===== config.mk =====
export PLATFORM = sky130hd
export DESIGN_NAME = plsc_top
export DESIGN_NICKNAME = d
export VERILOG_FILES = /design/src/verilog/plsc_pkg.sv /design/src/verilog/plsc_port.sv /design/src/verilog/plsc_top.sv
export VERILOG_INCLUDE_DIRS = /design/src /design/src/verilog
export SDC_FILE = /design/constraint.sdc
export NUM_CORES = 1
export LEC_CHECK = 0
export ABC_AREA = 1
export ABC_CLOCK_PERIOD_IN_PS = 1400
export BUFFER_PORTS_ARGS = -buffer_cell sky130_fd_sc_hd__buf_2
export CAP_MARGIN = 20
export CORE_MARGIN = 2
export CORE_UTILIZATION = 45
export DETAILED_ROUTE_END_ITERATION = 8
export PLACE_DENSITY = 0.76
export SETUP_SLACK_MARGIN = 0.3
export SYNTH_ARGS = -nofsm -noshare
export SYNTH_HDL_FRONTEND = slang
export SYNTH_HIERARCHICAL = 1
export SYNTH_SLANG_ARGS = --single-unit

===== constraint.sdc =====
create_clock -name aclk -period 1.4 [get_ports aclk]
set_clock_uncertainty 0.1 [all_clocks]
set_input_delay 0.14 -clock aclk [delete_from_list [all_inputs] [get_ports aclk]]
set_output_delay 0.14 -clock aclk [all_outputs]
set_load 0.05 [all_outputs]

===== src/verilog/plsc_params.svh =====
// Constants for the PHY link setup control block
`ifndef PLSC_PARAMS_SVH
`define PLSC_PARAMS_SVH
`define PLSC_ADDR_W 8
`define PLSC_OFF_CTRL1 8'h00
`define PLSC_OFF_CTRL2 8'h04
`define PLSC_OFF_ADV1 8'h08
`define PLSC_OFF_ADV2 8'h0C
`define PLSC_OFF_STAT1 8'h10
`define PLSC_OFF_STAT2 8'h14
`define PLSC_BIT_AN_EN 0
`define PLSC_BIT_RESTART 1
`define PLSC_BIT_ROLE 2
`define PLSC_BIT_ABL 0
`define PLSC_BIT_REQ 1
`define PLSC_RST_AN_EN 1'b1
`define PLSC_RST_ROLE1 1'b1
`define PLSC_RST_ROLE2 1'b0
`define PLSC_RESP_OKAY 2'b00
`define PLSC_RESP_SLVERR 2'b10
`define PLSC_AN_TIME_US 20
`define PLSC_CLK_MHZ 20
`define PLSC_AN_CYCLES (`PLSC_AN_TIME_US * `PLSC_CLK_MHZ)
`endif


===== src/verilog/plsc_pkg.sv =====
// Types shared by the PHY link setup control block
`default_nettype none
package plsc_pkg;
    typedef enum logic [1:0] {
        PLSC_AN_IDLE = 2'b00,
        PLSC_AN_BUSY = 2'b01,
        PLSC_AN_DONE = 2'b10
    } plsc_an_state_t;
endpackage
`default_nettype wire


===== src/verilog/plsc_port.sv =====
// One port's negotiation engine: arbitration of amplitude and role
`timescale 1ns/1ps
`default_nettype none
`include "plsc_params.svh"
module plsc_port (
    // Clock and reset
    input wire logic aclk,
    input wire logic aresetn,
    // Configuration
    input wire logic an_enable,
    input wire logic restart_pulse,
    input wire logic role_preference_bit,
    input wire logic local_high_level_ability_bit,
    input wire logic local_high_level_request_bit,
    input wire logic high_mode,
    // Link partner results
    input wire logic partner_pages_valid,
    input wire logic partner_ability,
    input wire logic partner_request,
    input wire logic partner_prefers_leader,
    input wire logic link_up,
    // Outcome
    output logic an_complete,
    output logic leader,
    output logic tx_high_level,
    output logic an_busy
);
    plsc_pkg::plsc_an_state_t state_r, state_nxt;
    logic [9:0] timer_r;
    logic link_d_r;
    logic link_lost;
    logic hi_res;
    logic leader_res;

    assign link_lost = link_d_r && !link_up;
    // Both able and at least one asks; pin gates local ability
    assign hi_res = high_mode && local_high_level_ability_bit && partner_ability
                    && (local_high_level_request_bit || partner_request);
    // Any tie makes this side lead; otherwise the partner's preference decides
    assign leader_res = role_preference_bit || !partner_prefers_leader;

    always_comb begin
        state_nxt = state_r;
        unique case (state_r)
            plsc_pkg::PLSC_AN_IDLE: if (an_enable) state_nxt = plsc_pkg::PLSC_AN_BUSY;
            plsc_pkg::PLSC_AN_BUSY: begin
                if (!an_enable) begin
                    state_nxt = plsc_pkg::PLSC_AN_IDLE;
                end else if (partner_pages_valid && timer_r == 10'(`PLSC_AN_CYCLES - 1)) begin
                    state_nxt = plsc_pkg::PLSC_AN_DONE;
                end
            end
            plsc_pkg::PLSC_AN_DONE: begin
                if (!an_enable) state_nxt = plsc_pkg::PLSC_AN_IDLE;
                else if (link_lost || restart_pulse) state_nxt = plsc_pkg::PLSC_AN_BUSY;
            end
            default: state_nxt = plsc_pkg::PLSC_AN_IDLE;
        endcase
        if (an_enable && restart_pulse) state_nxt = plsc_pkg::PLSC_AN_BUSY;
    end

    always_ff @(posedge aclk) begin
        if (!aresetn) state_r <= plsc_pkg::PLSC_AN_IDLE;
        else state_r <= state_nxt;
    end

    always_ff @(posedge aclk) begin
        if (!aresetn || state_nxt != plsc_pkg::PLSC_AN_BUSY || state_r != state_nxt) begin
            timer_r <= 10'h000;
        end else if (timer_r != 10'(`PLSC_AN_CYCLES - 1)) begin
            timer_r <= timer_r + 10'h001;
        end
    end

    always_ff @(posedge aclk) begin
        if (!aresetn) link_d_r <= 1'b0;
        else link_d_r <= link_up;
    end

    always_ff @(posedge aclk) begin
        if (!aresetn) begin
            leader <= `PLSC_RST_ROLE2;
            tx_high_level <= 1'b0;
        end else if (!an_enable) begin
            leader <= role_preference_bit;
            tx_high_level <= high_mode && local_high_level_ability_bit;
        end else if (state_r == plsc_pkg::PLSC_AN_BUSY && state_nxt == plsc_pkg::PLSC_AN_DONE) begin
            leader <= leader_res;
            tx_high_level <= hi_res;
        end
    end

    assign an_complete = state_r == plsc_pkg::PLSC_AN_DONE;
    assign an_busy = state_r == plsc_pkg::PLSC_AN_BUSY;

    // Disabled negotiation follows the role bit
    role_forced_a: assert property (@(posedge aclk) disable iff (!aresetn)
        !an_enable |=> leader == $past(role_preference_bit))
        else $error("forced role not applied");
    // On completion the amplitude equals the arbitration result
    level_gate_a: assert property (@(posedge aclk) disable iff (!aresetn)
        $rose(an_complete) |-> tx_high_level == $past(hi_res))
        else $error("resolved level wrong");
    // Link loss restarts within one cycle
    loss_restart_a: assert property (@(posedge aclk) disable iff (!aresetn)
        (an_complete && an_enable && link_lost) |=> an_busy)
        else $error("no restart on link loss");
    restart_bit_a: assert property (@(posedge aclk) disable iff (!aresetn)
        (an_enable && restart_pulse) |=> an_busy)
        else $error("restart not taken");
    cover_done: cover property (@(posedge aclk) disable iff (!aresetn) $rose(an_complete));
    cover_hi: cover property (@(posedge aclk) disable iff (!aresetn) $rose(tx_high_level));
endmodule
`default_nettype wire


===== src/verilog/plsc_top.sv =====
// Two-port link setup control with AXI4-Lite register access
// What this block does
// - Amplitude mode per port from its pin
// - Floating pin, pulled low, means high mode
// - Pin level loads advertisement defaults
// - High mode: negotiation sets operating amplitude
// - Role bit forces the role when negotiation disabled, else gives our preference
// - Role bit: 0 follower, 1 leader
// - Reset roles: port1 leader, port2 follower
// - Role tie: this side becomes leader
// - Pages exchanged, arbitration elects mode and role
// - Link loss restarts negotiation automatically
// - Restart bit write restarts a completed negotiation; one in progress keeps its timer running
// - Negotiation enabled out of reset
// - Ability bit: 0 low only, 1 both
// - Negotiated high level needs both able, one requesting
`timescale 1ns/1ps
`default_nettype none
`include "plsc_params.svh"
module plsc_top (
    // Clock and reset
    input wire logic aclk,
    input wire logic aresetn,
    // AXI4-Lite write address
    input wire logic [`PLSC_ADDR_W-1:0] s_axi_awaddr,
    input wire logic s_axi_awvalid,
    output logic s_axi_awready,
    // AXI4-Lite write data
    input wire logic [31:0] s_axi_wdata,
    input wire logic [3:0] s_axi_wstrb,
    input wire logic s_axi_wvalid,
    output logic s_axi_wready,
    // AXI4-Lite write response
    output logic [1:0] s_axi_bresp,
    output logic s_axi_bvalid,
    input wire logic s_axi_bready,
    // AXI4-Lite read address
    input wire logic [`PLSC_ADDR_W-1:0] s_axi_araddr,
    input wire logic s_axi_arvalid,
    output logic s_axi_arready,
    // AXI4-Lite read data
    output logic [31:0] s_axi_rdata,
    output logic [1:0] s_axi_rresp,
    output logic s_axi_rvalid,
    input wire logic s_axi_rready,
    // Hardware configuration pins (active high = 1.0 V only)
    input wire logic port1_high_amplitude_pin,
    input wire logic port2_high_amplitude_pin,
    // Link partner results per port
    input wire logic [1:0] partner_pages_valid,
    input wire logic [1:0] partner_ability,
    input wire logic [1:0] partner_request,
    input wire logic [1:0] partner_prefers_leader,
    input wire logic [1:0] link_up,
    // Per-port outcome
    output logic [1:0] high_mode,
    output logic [1:0] leader,
    output logic [1:0] tx_high_level,
    output logic [1:0] an_complete
);
    logic [1:0] an_en_r, role_r, abl_r, req_r, restart_r, high_mode_r, strap_done_r;
    logic [1:0] pins, an_busy;
    logic [`PLSC_ADDR_W-1:0] awaddr_r;
    logic aw_held_r, w_held_r;
    logic [31:0] wdata_r;
    logic [3:0] wstrb_r;
    logic do_write;
    logic [2:0] wr_dec;

    assign pins = {port2_high_amplitude_pin, port1_high_amplitude_pin};

    function automatic logic [2:0] decode_port(input logic [`PLSC_ADDR_W-1:0] a);
        // {valid, is_adv, port}
        logic [2:0] r;
        r = 3'b000;
        unique case (a)
            `PLSC_OFF_CTRL1: r = 3'b100;
            `PLSC_OFF_CTRL2: r = 3'b101;
            `PLSC_OFF_ADV1: r = 3'b110;
            `PLSC_OFF_ADV2: r = 3'b111;
            default: r = 3'b000;
        endcase
        return r;
    endfunction

    // Write channel: address and data accepted independently
    assign s_axi_awready = !aw_held_r && !s_axi_bvalid;
    assign s_axi_wready = !w_held_r && !s_axi_bvalid;
    assign do_write = aw_held_r && w_held_r && !s_axi_bvalid;
    // Held address decoded once for the response code
    assign wr_dec = decode_port(awaddr_r);

    always_ff @(posedge aclk) begin
        if (!aresetn) begin
            aw_held_r <= 1'b0;
            awaddr_r <= 8'h00;
        end else if (s_axi_awvalid && s_axi_awready) begin
            aw_held_r <= 1'b1;
            awaddr_r <= s_axi_awaddr;
        end else if (do_write) begin
            aw_held_r <= 1'b0;
        end
    end

    always_ff @(posedge aclk) begin
        if (!aresetn) begin
            w_held_r <= 1'b0;
            wdata_r <= 32'h0000_0000;
            wstrb_r <= 4'h0;
        end else if (s_axi_wvalid && s_axi_wready) begin
            w_held_r <= 1'b1;
            wdata_r <= s_axi_wdata;
            wstrb_r <= s_axi_wstrb;
        end else if (do_write) begin
            w_held_r <= 1'b0;
        end
    end

    always_ff @(posedge aclk) begin
        if (!aresetn) begin
            s_axi_bvalid <= 1'b0;
            s_axi_bresp <= `PLSC_RESP_OKAY;
        end else if (do_write) begin
            s_axi_bvalid <= 1'b1;
            s_axi_bresp <= wr_dec[2] ? `PLSC_RESP_OKAY : `PLSC_RESP_SLVERR;
        end else if (s_axi_bready) begin
            s_axi_bvalid <= 1'b0;
        end
    end

    // Pin strap captured at the first clocked cycle after reset release
    generate
        for (genvar p = 0; p < 2; p++) begin : g_port
            logic [2:0] dec;
            logic hit;
            assign dec = decode_port(awaddr_r);
            assign hit = do_write && dec[2] && dec[0] == 1'(p) && wstrb_r[0];

            always_ff @(posedge aclk) begin
                if (!aresetn) begin
                    strap_done_r[p] <= 1'b0;
                    high_mode_r[p] <= 1'b1;
                end else if (!strap_done_r[p]) begin
                    strap_done_r[p] <= 1'b1;
                    high_mode_r[p] <= !pins[p];
                end
            end

            always_ff @(posedge aclk) begin
                if (!aresetn) begin
                    an_en_r[p] <= `PLSC_RST_AN_EN;
                    role_r[p] <= (p == 0) ? `PLSC_RST_ROLE1 : `PLSC_RST_ROLE2;
                end else if (hit && !dec[1]) begin
                    an_en_r[p] <= wdata_r[`PLSC_BIT_AN_EN];
                    role_r[p] <= wdata_r[`PLSC_BIT_ROLE];
                end
            end

            always_ff @(posedge aclk) begin
                if (!aresetn) restart_r[p] <= 1'b0;
                else restart_r[p] <= hit && !dec[1] && wdata_r[`PLSC_BIT_RESTART];
            end

            // Software can only lower advertisement below what the pin allows
            always_ff @(posedge aclk) begin
                if (!aresetn) begin
                    abl_r[p] <= 1'b0;
                    req_r[p] <= 1'b0;
                end else if (!strap_done_r[p]) begin
                    abl_r[p] <= !pins[p];
                    req_r[p] <= 1'b0;
                end else if (hit && dec[1]) begin
                    abl_r[p] <= wdata_r[`PLSC_BIT_ABL] && high_mode_r[p];
                    req_r[p] <= wdata_r[`PLSC_BIT_REQ] && high_mode_r[p];
                end
            end

            // Strap is taken once and then holds until the next reset
            strap_hold_a: assert property (@(posedge aclk) disable iff (!aresetn)
                strap_done_r[p] && $past(strap_done_r[p]) |-> $stable(high_mode_r[p]))
                else $error("strap level changed");

            // Defaults follow the pin: ability from the strap, no request
            adv_default_a: assert property (@(posedge aclk) disable iff (!aresetn)
                $rose(strap_done_r[p]) |-> abl_r[p] == high_mode_r[p] && !req_r[p])
                else $error("advertisement default wrong");

            // Low level strap caps both advertisement bits at zero
            adv_cap_a: assert property (@(posedge aclk) disable iff (!aresetn)
                strap_done_r[p] && !high_mode_r[p] |-> !abl_r[p] && !req_r[p])
                else $error("advertisement above strap");

            // A restart write yields a single pulse
            restart_once_a: assert property (@(posedge aclk) disable iff (!aresetn)
                restart_r[p] |=> !restart_r[p])
                else $error("restart pulse too long");

            // Negotiation off: level is strap and ability, one cycle later
            forced_level_a: assert property (@(posedge aclk) disable iff (!aresetn)
                strap_done_r[p] && !an_en_r[p]
                    |=> tx_high_level[p] == $past(high_mode_r[p] && abl_r[p]))
                else $error("forced level wrong");

            // Engine waits for the strap so its first advertisement is right
            plsc_port u_port (
                .aclk(aclk),
                .aresetn(aresetn && strap_done_r[p]),
                .an_enable(an_en_r[p]),
                .restart_pulse(restart_r[p]),
                .role_preference_bit(role_r[p]),
                .local_high_level_ability_bit(abl_r[p]),
                .local_high_level_request_bit(req_r[p]),
                .high_mode(high_mode_r[p]),
                .partner_pages_valid(partner_pages_valid[p]),
                .partner_ability(partner_ability[p]),
                .partner_request(partner_request[p]),
                .partner_prefers_leader(partner_prefers_leader[p]),
                .link_up(link_up[p]),
                .an_complete(an_complete[p]),
                .leader(leader[p]),
                .tx_high_level(tx_high_level[p]),
                .an_busy(an_busy[p])
            );
        end
    endgenerate

    assign high_mode = high_mode_r;

    // Read channel: one-cycle answer after address accepted
    // Offsets outside the map answer with an error rather than hang the master
    assign s_axi_arready = !s_axi_rvalid;

    always_ff @(posedge aclk) begin
        if (!aresetn) begin
            s_axi_rvalid <= 1'b0;
            s_axi_rdata <= 32'h0000_0000;
            s_axi_rresp <= `PLSC_RESP_OKAY;
        end else if (s_axi_arvalid && s_axi_arready) begin
            s_axi_rvalid <= 1'b1;
            s_axi_rresp <= `PLSC_RESP_OKAY;
            unique case (s_axi_araddr)
                `PLSC_OFF_CTRL1: s_axi_rdata <= {29'h0, role_r[0], 1'b0, an_en_r[0]};
                `PLSC_OFF_CTRL2: s_axi_rdata <= {29'h0, role_r[1], 1'b0, an_en_r[1]};
                `PLSC_OFF_ADV1: s_axi_rdata <= {30'h0, req_r[0], abl_r[0]};
                `PLSC_OFF_ADV2: s_axi_rdata <= {30'h0, req_r[1], abl_r[1]};
                `PLSC_OFF_STAT1: s_axi_rdata <= {27'h0, an_busy[0], high_mode_r[0],
                                                 tx_high_level[0], leader[0], an_complete[0]};
                `PLSC_OFF_STAT2: s_axi_rdata <= {27'h0, an_busy[1], high_mode_r[1],
                                                 tx_high_level[1], leader[1], an_complete[1]};
                default: begin
                    s_axi_rdata <= 32'h0000_0000;
                    s_axi_rresp <= `PLSC_RESP_SLVERR;
                end
            endcase
        end else if (s_axi_rready) begin
            s_axi_rvalid <= 1'b0;
        end
    end

    // Defaults after reset
    reset_roles_a: assert property (@(posedge aclk)
        $rose(aresetn) |-> role_r == 2'b01 && an_en_r == 2'b11)
        else $error("reset defaults wrong");
    strap_mode_a: assert property (@(posedge aclk) disable iff (!aresetn)
        $rose(strap_done_r[0]) |-> high_mode_r[0] == !$past(pins[0]))
        else $error("pin strap not applied");
    strap_adv_a: assert property (@(posedge aclk) disable iff (!aresetn)
        $rose(strap_done_r[1]) |-> abl_r[1] == high_mode_r[1])
        else $error("advertisement default wrong");
    adv_gate_a: assert property (@(posedge aclk) disable iff (!aresetn)
        !high_mode_r[0] && strap_done_r[0] |-> !abl_r[0] && !tx_high_level[0])
        else $error("high level without high mode");
    one_resp_a: assert property (@(posedge aclk) disable iff (!aresetn)
        do_write |=> s_axi_bvalid)
        else $error("write not answered");

    // Read answer one cycle after the address
    read_answer_a: assert property (@(posedge aclk) disable iff (!aresetn)
        s_axi_arvalid && s_axi_arready |=> s_axi_rvalid)
        else $error("read not answered");

    // Offsets above the map read as zero with an error
    unmapped_read_a: assert property (@(posedge aclk) disable iff (!aresetn)
        s_axi_arvalid && s_axi_arready && s_axi_araddr > `PLSC_OFF_STAT2
        |=> s_axi_rresp == `PLSC_RESP_SLVERR && s_axi_rdata == 32'h0000_0000)
        else $error("unmapped read answered");

    // A write to an unmapped offset changes no control
    unmapped_write_a: assert property (@(posedge aclk) disable iff (!aresetn)
        do_write && !wr_dec[2] |=> $stable(an_en_r) && $stable(role_r) && $stable(abl_r)
        && $stable(req_r))
        else $error("unmapped write took effect");

    // Port 1 engine stays idle until its strap is known
    engine_hold_a: assert property (@(posedge aclk) disable iff (!aresetn)
        !strap_done_r[0] |-> !an_complete[0] && !leader[0] && !tx_high_level[0])
        else $error("engine ran before strap");
    cover_write: cover property (@(posedge aclk) disable iff (!aresetn) do_write);
    cover_read: cover property (@(posedge aclk) disable iff (!aresetn) s_axi_rvalid);
    cover_restart: cover property (@(posedge aclk) disable iff (!aresetn) |restart_r);
    cover_forced: cover property (@(posedge aclk) disable iff (!aresetn)
        strap_done_r[0] && !an_en_r[0]);
endmodule
`default_nettype wire


; Word-level counts from Yosys, hierarchy flattened
; Index checks and enable logic that the tools add are counted.
[classes]
add_sub_neg = 2
n_eq_ne = 26
muxes = 38
bitwise_logic = 1
n_reduce_logical = 69
[op_table]
columns = cell, n
row1 = 1-bit logical AND, 37
row2 = 8-bit by 4-bit equality test with 1-bit output (second input constant), 4
row3 = 5-bit case mux with 6 select lines, 1
row4 = 2-bit two-way mux, 14
row5 = 10-bit by 1-bit adder with 10-bit output (second input constant), 2
row6 = 10-bit by 9-bit equality test with 1-bit output (second input constant), 2
row7 = 1-bit two-way mux, 20
row8 = 10-bit by 9-bit inequality test with 1-bit output (second input constant), 2
row9 = 8-bit by 3-bit equality test with 1-bit output (second input constant), 2
row10 = 8-bit by 5-bit equality test with 1-bit output (second input constant), 2
row11 = 8-bit logical NOT, 2
row12 = 1-bit logical NOT, 12
row13 = 2-bit by 1-bit inequality test with 1-bit output (second input constant), 6
row14 = 2-bit case mux with 3 select lines, 2
row15 = 3-bit case mux with 4 select lines, 1
row16 = 1-bit logical OR, 10
row17 = 2-bit equality test (second input constant), 4
row18 = 2-bit nonzero test, 4
row19 = 6-bit OR reduction, 1
row20 = 2-bit by 1-bit equality test with 1-bit output (second input constant), 2
row21 = 2-bit logical NOT, 2
row22 = 2-bit inequality test, 2
row23 = 2-bit AND reduction, 1
row24 = 1-bit inverter, 1
[word_totals]
regBits = 95
out_inout_bits = 49
elab_cells = 169

; Longest topological paths before layout
[depth]
ltp_word = 11
ltp_mapped = 12
depth_no_buf = 12

; By module
; The synthesis kept the hierarchy.
[by_module_without_submodules]
columns = module, instances, cells_per_inst, area_per_inst_um2, seq_area_each_um2
row1 = plsc_top, 1, 251, 1794.2, 720.7
row2 = plsc_port, 2, 107, 768.2, 300.3

; Least setup slack after synthesis
; OpenSTA, ideal clock, no wires.
[synth_path]
path_type = reg2reg
startpoint = register s_axi_bvalid
endpoint = register wdata_r[0]
arrival_time_ps = 1847
t_required_ps = 1176
path_slack_ps = -671
path_stages_with_launch = 5
path_cell_list = dfxtp_1 > nor2_1 > nand2_1 > o21ai_0 > a21oi_1
[synth_between]
elab_chain_len = 3
[synth_rtl]
columns = element, line_no
row1 = from (decl), plsc_top.sv:35  ; output logic s_axi_bvalid,
row2 = from (signal assigned), plsc_top.sv:121  ; s_axi_bvalid <= 1'b0;
row3 = from (signal assigned), plsc_top.sv:124  ; s_axi_bvalid <= 1'b1;
row4 = from (signal assigned), plsc_top.sv:127  ; s_axi_bvalid <= 1'b0;
row5 = 1-bit logical NOT, plsc_top.sv:88  ; assign s_axi_wready = !w_held_r && !s_axi_bvalid;
row6 = 1-bit logical AND, plsc_top.sv:88
row7 = net s_axi_wready, plsc_top.sv:32  ; output logic s_axi_wready,
row8 = 1-bit logical AND, plsc_top.sv:110  ; end else if (s_axi_wvalid && s_axi_wready) begin
row9 = to (signal assigned), plsc_top.sv:112  ; wdata_r <= s_axi_wdata;
row10 = to (decl), plsc_top.sv:65  ; logic [31:0] wdata_r;
; The timed path passes the listed nets, and every way through them passes these cells.
; A chain may end at the register's enable or synchronous reset.

; Worst setup path in the final report
[layout_path]
startpoint = register g_port[1].u_port.timer_r[1]
endpoint = register g_port[1].u_port.timer_r[9]
[layout_between]
elab_chain_len = 9
[layout_rtl]
columns = element, line_no
row1 = from (decl), plsc_port.sv:29  ; logic [9:0] timer_r;
row2 = from (signal assigned), plsc_port.sv:71  ; timer_r <= timer_r + 10'h001;
row3 = 10-bit by 9-bit equality test with 1-bit output, plsc_port.sv:49  ; end else if (partner_pages_valid && timer_r == 10'(`PLSC_AN_CYCLES - 1)) begin
row4 = 1-bit logical AND, plsc_port.sv:49
row5 = 2-bit two-way mux, plsc_port.sv:49
row6 = 2-bit two-way mux, plsc_port.sv:47  ; if (!an_enable) begin
row7 = 2-bit case mux with 3 select lines, plsc_port.sv:44  ; unique case (state_r)
row8 = 2-bit two-way mux, plsc_port.sv:59  ; if (an_enable && restart_pulse) state_nxt = plsc_pkg::PLSC_AN_BUSY;
row9 = 2-bit by 1-bit inequality test with 1-bit output, plsc_port.sv:68  ; if (!aresetn || state_nxt != plsc_pkg::PLSC_AN_BUSY || state_r != state_nxt) begin
row10 = 1-bit logical OR (2 in a row), plsc_port.sv:68
; Several ways; a longest one is shown, not always the timed one.

==> metrics.md <==
| Metric | Value |
|---|---|
| DR pass1 iterations | 7 |
| Met3 WL | 932 um |
| Leakage power of the design | 2.39 nW |
| Post-synth EDFFs | 0 |
| Largest net degree at the start of global routing | 18 |
| RSZ-0062 raised after global routing | true |
| Mapped Cells | 465 |
| Worst Setup Start Kind | flop |
| Final Hold Fails | 0 |
| Crit path time final | 1.60 ns |
| Mapped cell area | 3330 um2 |
| All-Layer GR Usage | 0.252 |
| Largest cells by area after synthesis | dfxtp_1, nand2_1, nor2_1 |
| DR iter-0 viols | 341 |
| Synth Area in XOR/XNOR | 0.0368 |
| Post-synthesis mux area share | 0 |
| Die area | 8110 um2 |
| Row count | 31 |
| Share of cells above drive strength 1 | 0.447 |
| YS warnings | 6 |
| Initial Util | 0.462 |
| Post-route DRC | 0 |
| Slew Viols, Final | 0 |
| Top cells by count, synth | nand2_1, nor2_1, dfxtp_1, inv_1, a21oi_1 |
| IO Pins | 120 |
| Post-DP HPWL | 5.72 mm |
| Antenna diodes | 0 |
| Setup WS post-layout | -0.204 ns |
| VDD IR max | 0.705 mV |
| Highest Signal Layer | met4 |
| Most common cell in the netlist | nand2_1 |
| Post-Syn Area per Cell | 7.16 um2 |
| Clock Latency Late Sink | 0.36 ns |
| Via count | 3844 |
| CTS Buf Count | 9 |
| Post-synth top area cell | dfxtp_1 |
| Failing checks | setup timing |
| Post-synthesis compound-gate area fraction | 0.105 |
| Post-synthesis adder-cell area fraction | 0.00751 |
| Distinct cells, synth | 31 |
| DRT Wirelength | 12.1 mm |
| Highest Clock Rate | 0.623 GHz |
| Total global routing overflow | 0 |
| Vias/cell | 5.35 |
| Placed Area | 3970 um2 |
| Root Driver | clkbuf_8 |
| Simple-gate area share of the yosys netlist | 0.312 |
| Top FF cell, synth | dfxtp_1 |
| Crit path kind | reg -> reg |
| Worst-path clk slew | 0.08 ns |
| Slew margin rel. | 0.586 |
| Final nets | 687 |
| Pwr dens | 929 nW/um2 |
| Die Wd | 90.0 um |
| Crit path DAT | 1.75 ns |
| Clk buf depth | 2 |
| Seq/Total Area, Yosys | 0.397 |
| Initial antenna violation count | 0 |
| Area Growth Syn to Fin | 62.5% |
| Main combinational cell family by area after synthesis | simple AND/OR/NAND/NOR gates |
| Worst Max-Slew Pin Slew | 0.620 ns |
| Met2 Wirelength | 6.19 mm |
| Layout Utilization | 0.750 |
| First-pass GRT wire length | 16.4 mm |
| Setup TNS | -6.64 ns |
| Core footprint | 7210 um2 |
| Required time worst endpoint | 1.55 ns |
| Sink Count | 66 |
| Worst hold path type | in -> reg |
| CTS tree | yes |
| Crit path max fanout | 5 |
| Status | finished, violations left |
| Post-route cell area | 5410 um2 |
| Die Span Y | 90.0 um |
| Ys async rst share | 0 |
| Max Cap Viol | 0 |
| Yosys top cell area share | 0.397 |
| M1 WL | 4.24 mm |
| CTS H-tree depth | 3 |
| Antenna Nets Post-Route | 0 |
| Vias in the first global route | 3564 |
| Endpoints failing setup | 50 |
| WL/cell | 16.8 um |
| Placer congestion estimate | 0.902 |
| Synth Register Bits | 66 |
| CP endpoint kind | flop |
| Final cycle utilization of the critical path | 1.15 |
| Port Buffer Count | 58 |
==> cells in the final DEF, fill, tap and decap left out, types with 11 or more instances in the layout <==
cell type / instances
nand2_1: 68
nor2_1: 52
buf_4: 48
inv_1: 44
buf_2: 38
dfxtp_1: 35
conb_1: 29
nand3_1: 25
dfxtp_2: 22
dlygate4sd3_1: 21
buf_8: 19
a21oi_2: 17
a21oi_1: 17
nor2_4: 15
buf_6: 15
nand3_4: 11
==> registers in the layout (all words and copies together), names as in the netlist, 2 cells and up <==
register,flops
g_port.u_port/timer_r,20
role_r,2
wdata_r,3
awaddr_r,8
g_port.u_port/tx_high_level,2
restart_r,2
s_axi_rdata,5
g_port.u_port/link_d_r,2
g_port.u_port/state_r,4
abl_r,2
g_port.u_port/leader,2
high_mode,2
req_r,2
an_en_r,2
==> cells by family (layout without fill, tap and decap cells) <==
family | Yosys count | after routing
compound gates | 65 | 65
xor+xnor | 14 | 14
fa+ha+maj | 2 | 2
buf+inv | 94 | 217
flops | 66 | 66
other cells | 1 | 29
simple gates | 223 | 226
==> critical path, stage by stage (launching register included) <==
cell and delay (ns):
dfxtp_4 0.37, ha_4 0.13, inv_2 0.04, nor2_4 0.08
inv_2 0.05, nor2_4 0.12, nand2_1 0.07, nand2_1 0.06
nand3_1 0.08, nand2_1 0.12, inv_2 0.09, nand3_4 0.13
nor2_1 0.05
==> per-stage QoR <==
step	hold slack [ns]	cells	power, mW	worst slack (ns)
2_1_floorplan	0.0677	493	2.57	-0.0764
3_3_place_gp	0.233	648	2.65	-0.0816
3_5_place_dp	0.253	648	2.67	-0.123
4_1_cts	0.00162	711	4.87	-0.0980
5_1_grt	0.0269	718	5.17	-0.279
6_report	0.0247	718	5.03	-0.204
==> layer usage <==
| layer | GRT usage | up-vias |
|---|---|---|
| met5 | 0 | - |
| met4 | 0.136 | 0 |
| met3 | 0.0545 | 84 |
| met2 | 0.461 | 271 |
| met1 | 0.268 | 1751 |
| li1 | - | 1738 |
==> final timing paths <==
path	slack [ns]	startpoint	end	cells after the start
worst max-delay path	-0.20	g_port[1].u_port/timer_r[1]$_SDFFE_PP0P_	g_port[1].u_port/timer_r[9]$_SDFFE_PP0P_	12
worst min-delay path	0.02	aresetn	req_r[0]$_SDFFE_PN0P_	3
worst max register to register	-0.20	g_port[1].u_port/timer_r[1]$_SDFFE_PP0P_	g_port[1].u_port/timer_r[9]$_SDFFE_PP0P_	12
worst min register to register	0.39	s_axi_rdata[3]$_SDFFE_PN0P_	s_axi_rdata[3]$_SDFFE_PN0P_	2
==> area by class of cell <==
class | instances | area [um2]
Clock buffer | 9 | 124
Clock inverter | 7 | 118
Fill cell | 430 | 1800
Inverter | 58 | 246
Multi-Input combinational cell | 336 | 2160
Sequential cell | 66 | 1380
Tap cell | 99 | 124
Timing Repair Buffer | 143 | 1250
==> power by group <==
part	leakage (nW)	switching (mW)	internal [mW]
Clock	0.123	0.809	1.18
Sequential	0.553	0.0678	1.94
Combinational	1.71	0.661	0.373
Total	2.39	1.54	3.49
==> repair_timing <==
item / 4_1_cts / 5_1_grt
hold buffers: 21 / 0
buffers inserted: 23 / 7
pin swaps: 26 / 23
setup endpoints to repair: 74 / 79
gates resized for setup: 136 / 72
gates cloned: 3 / 0
endpoints found under the hold margin: 21 / 0
Power figures use the tool's default switching activity.
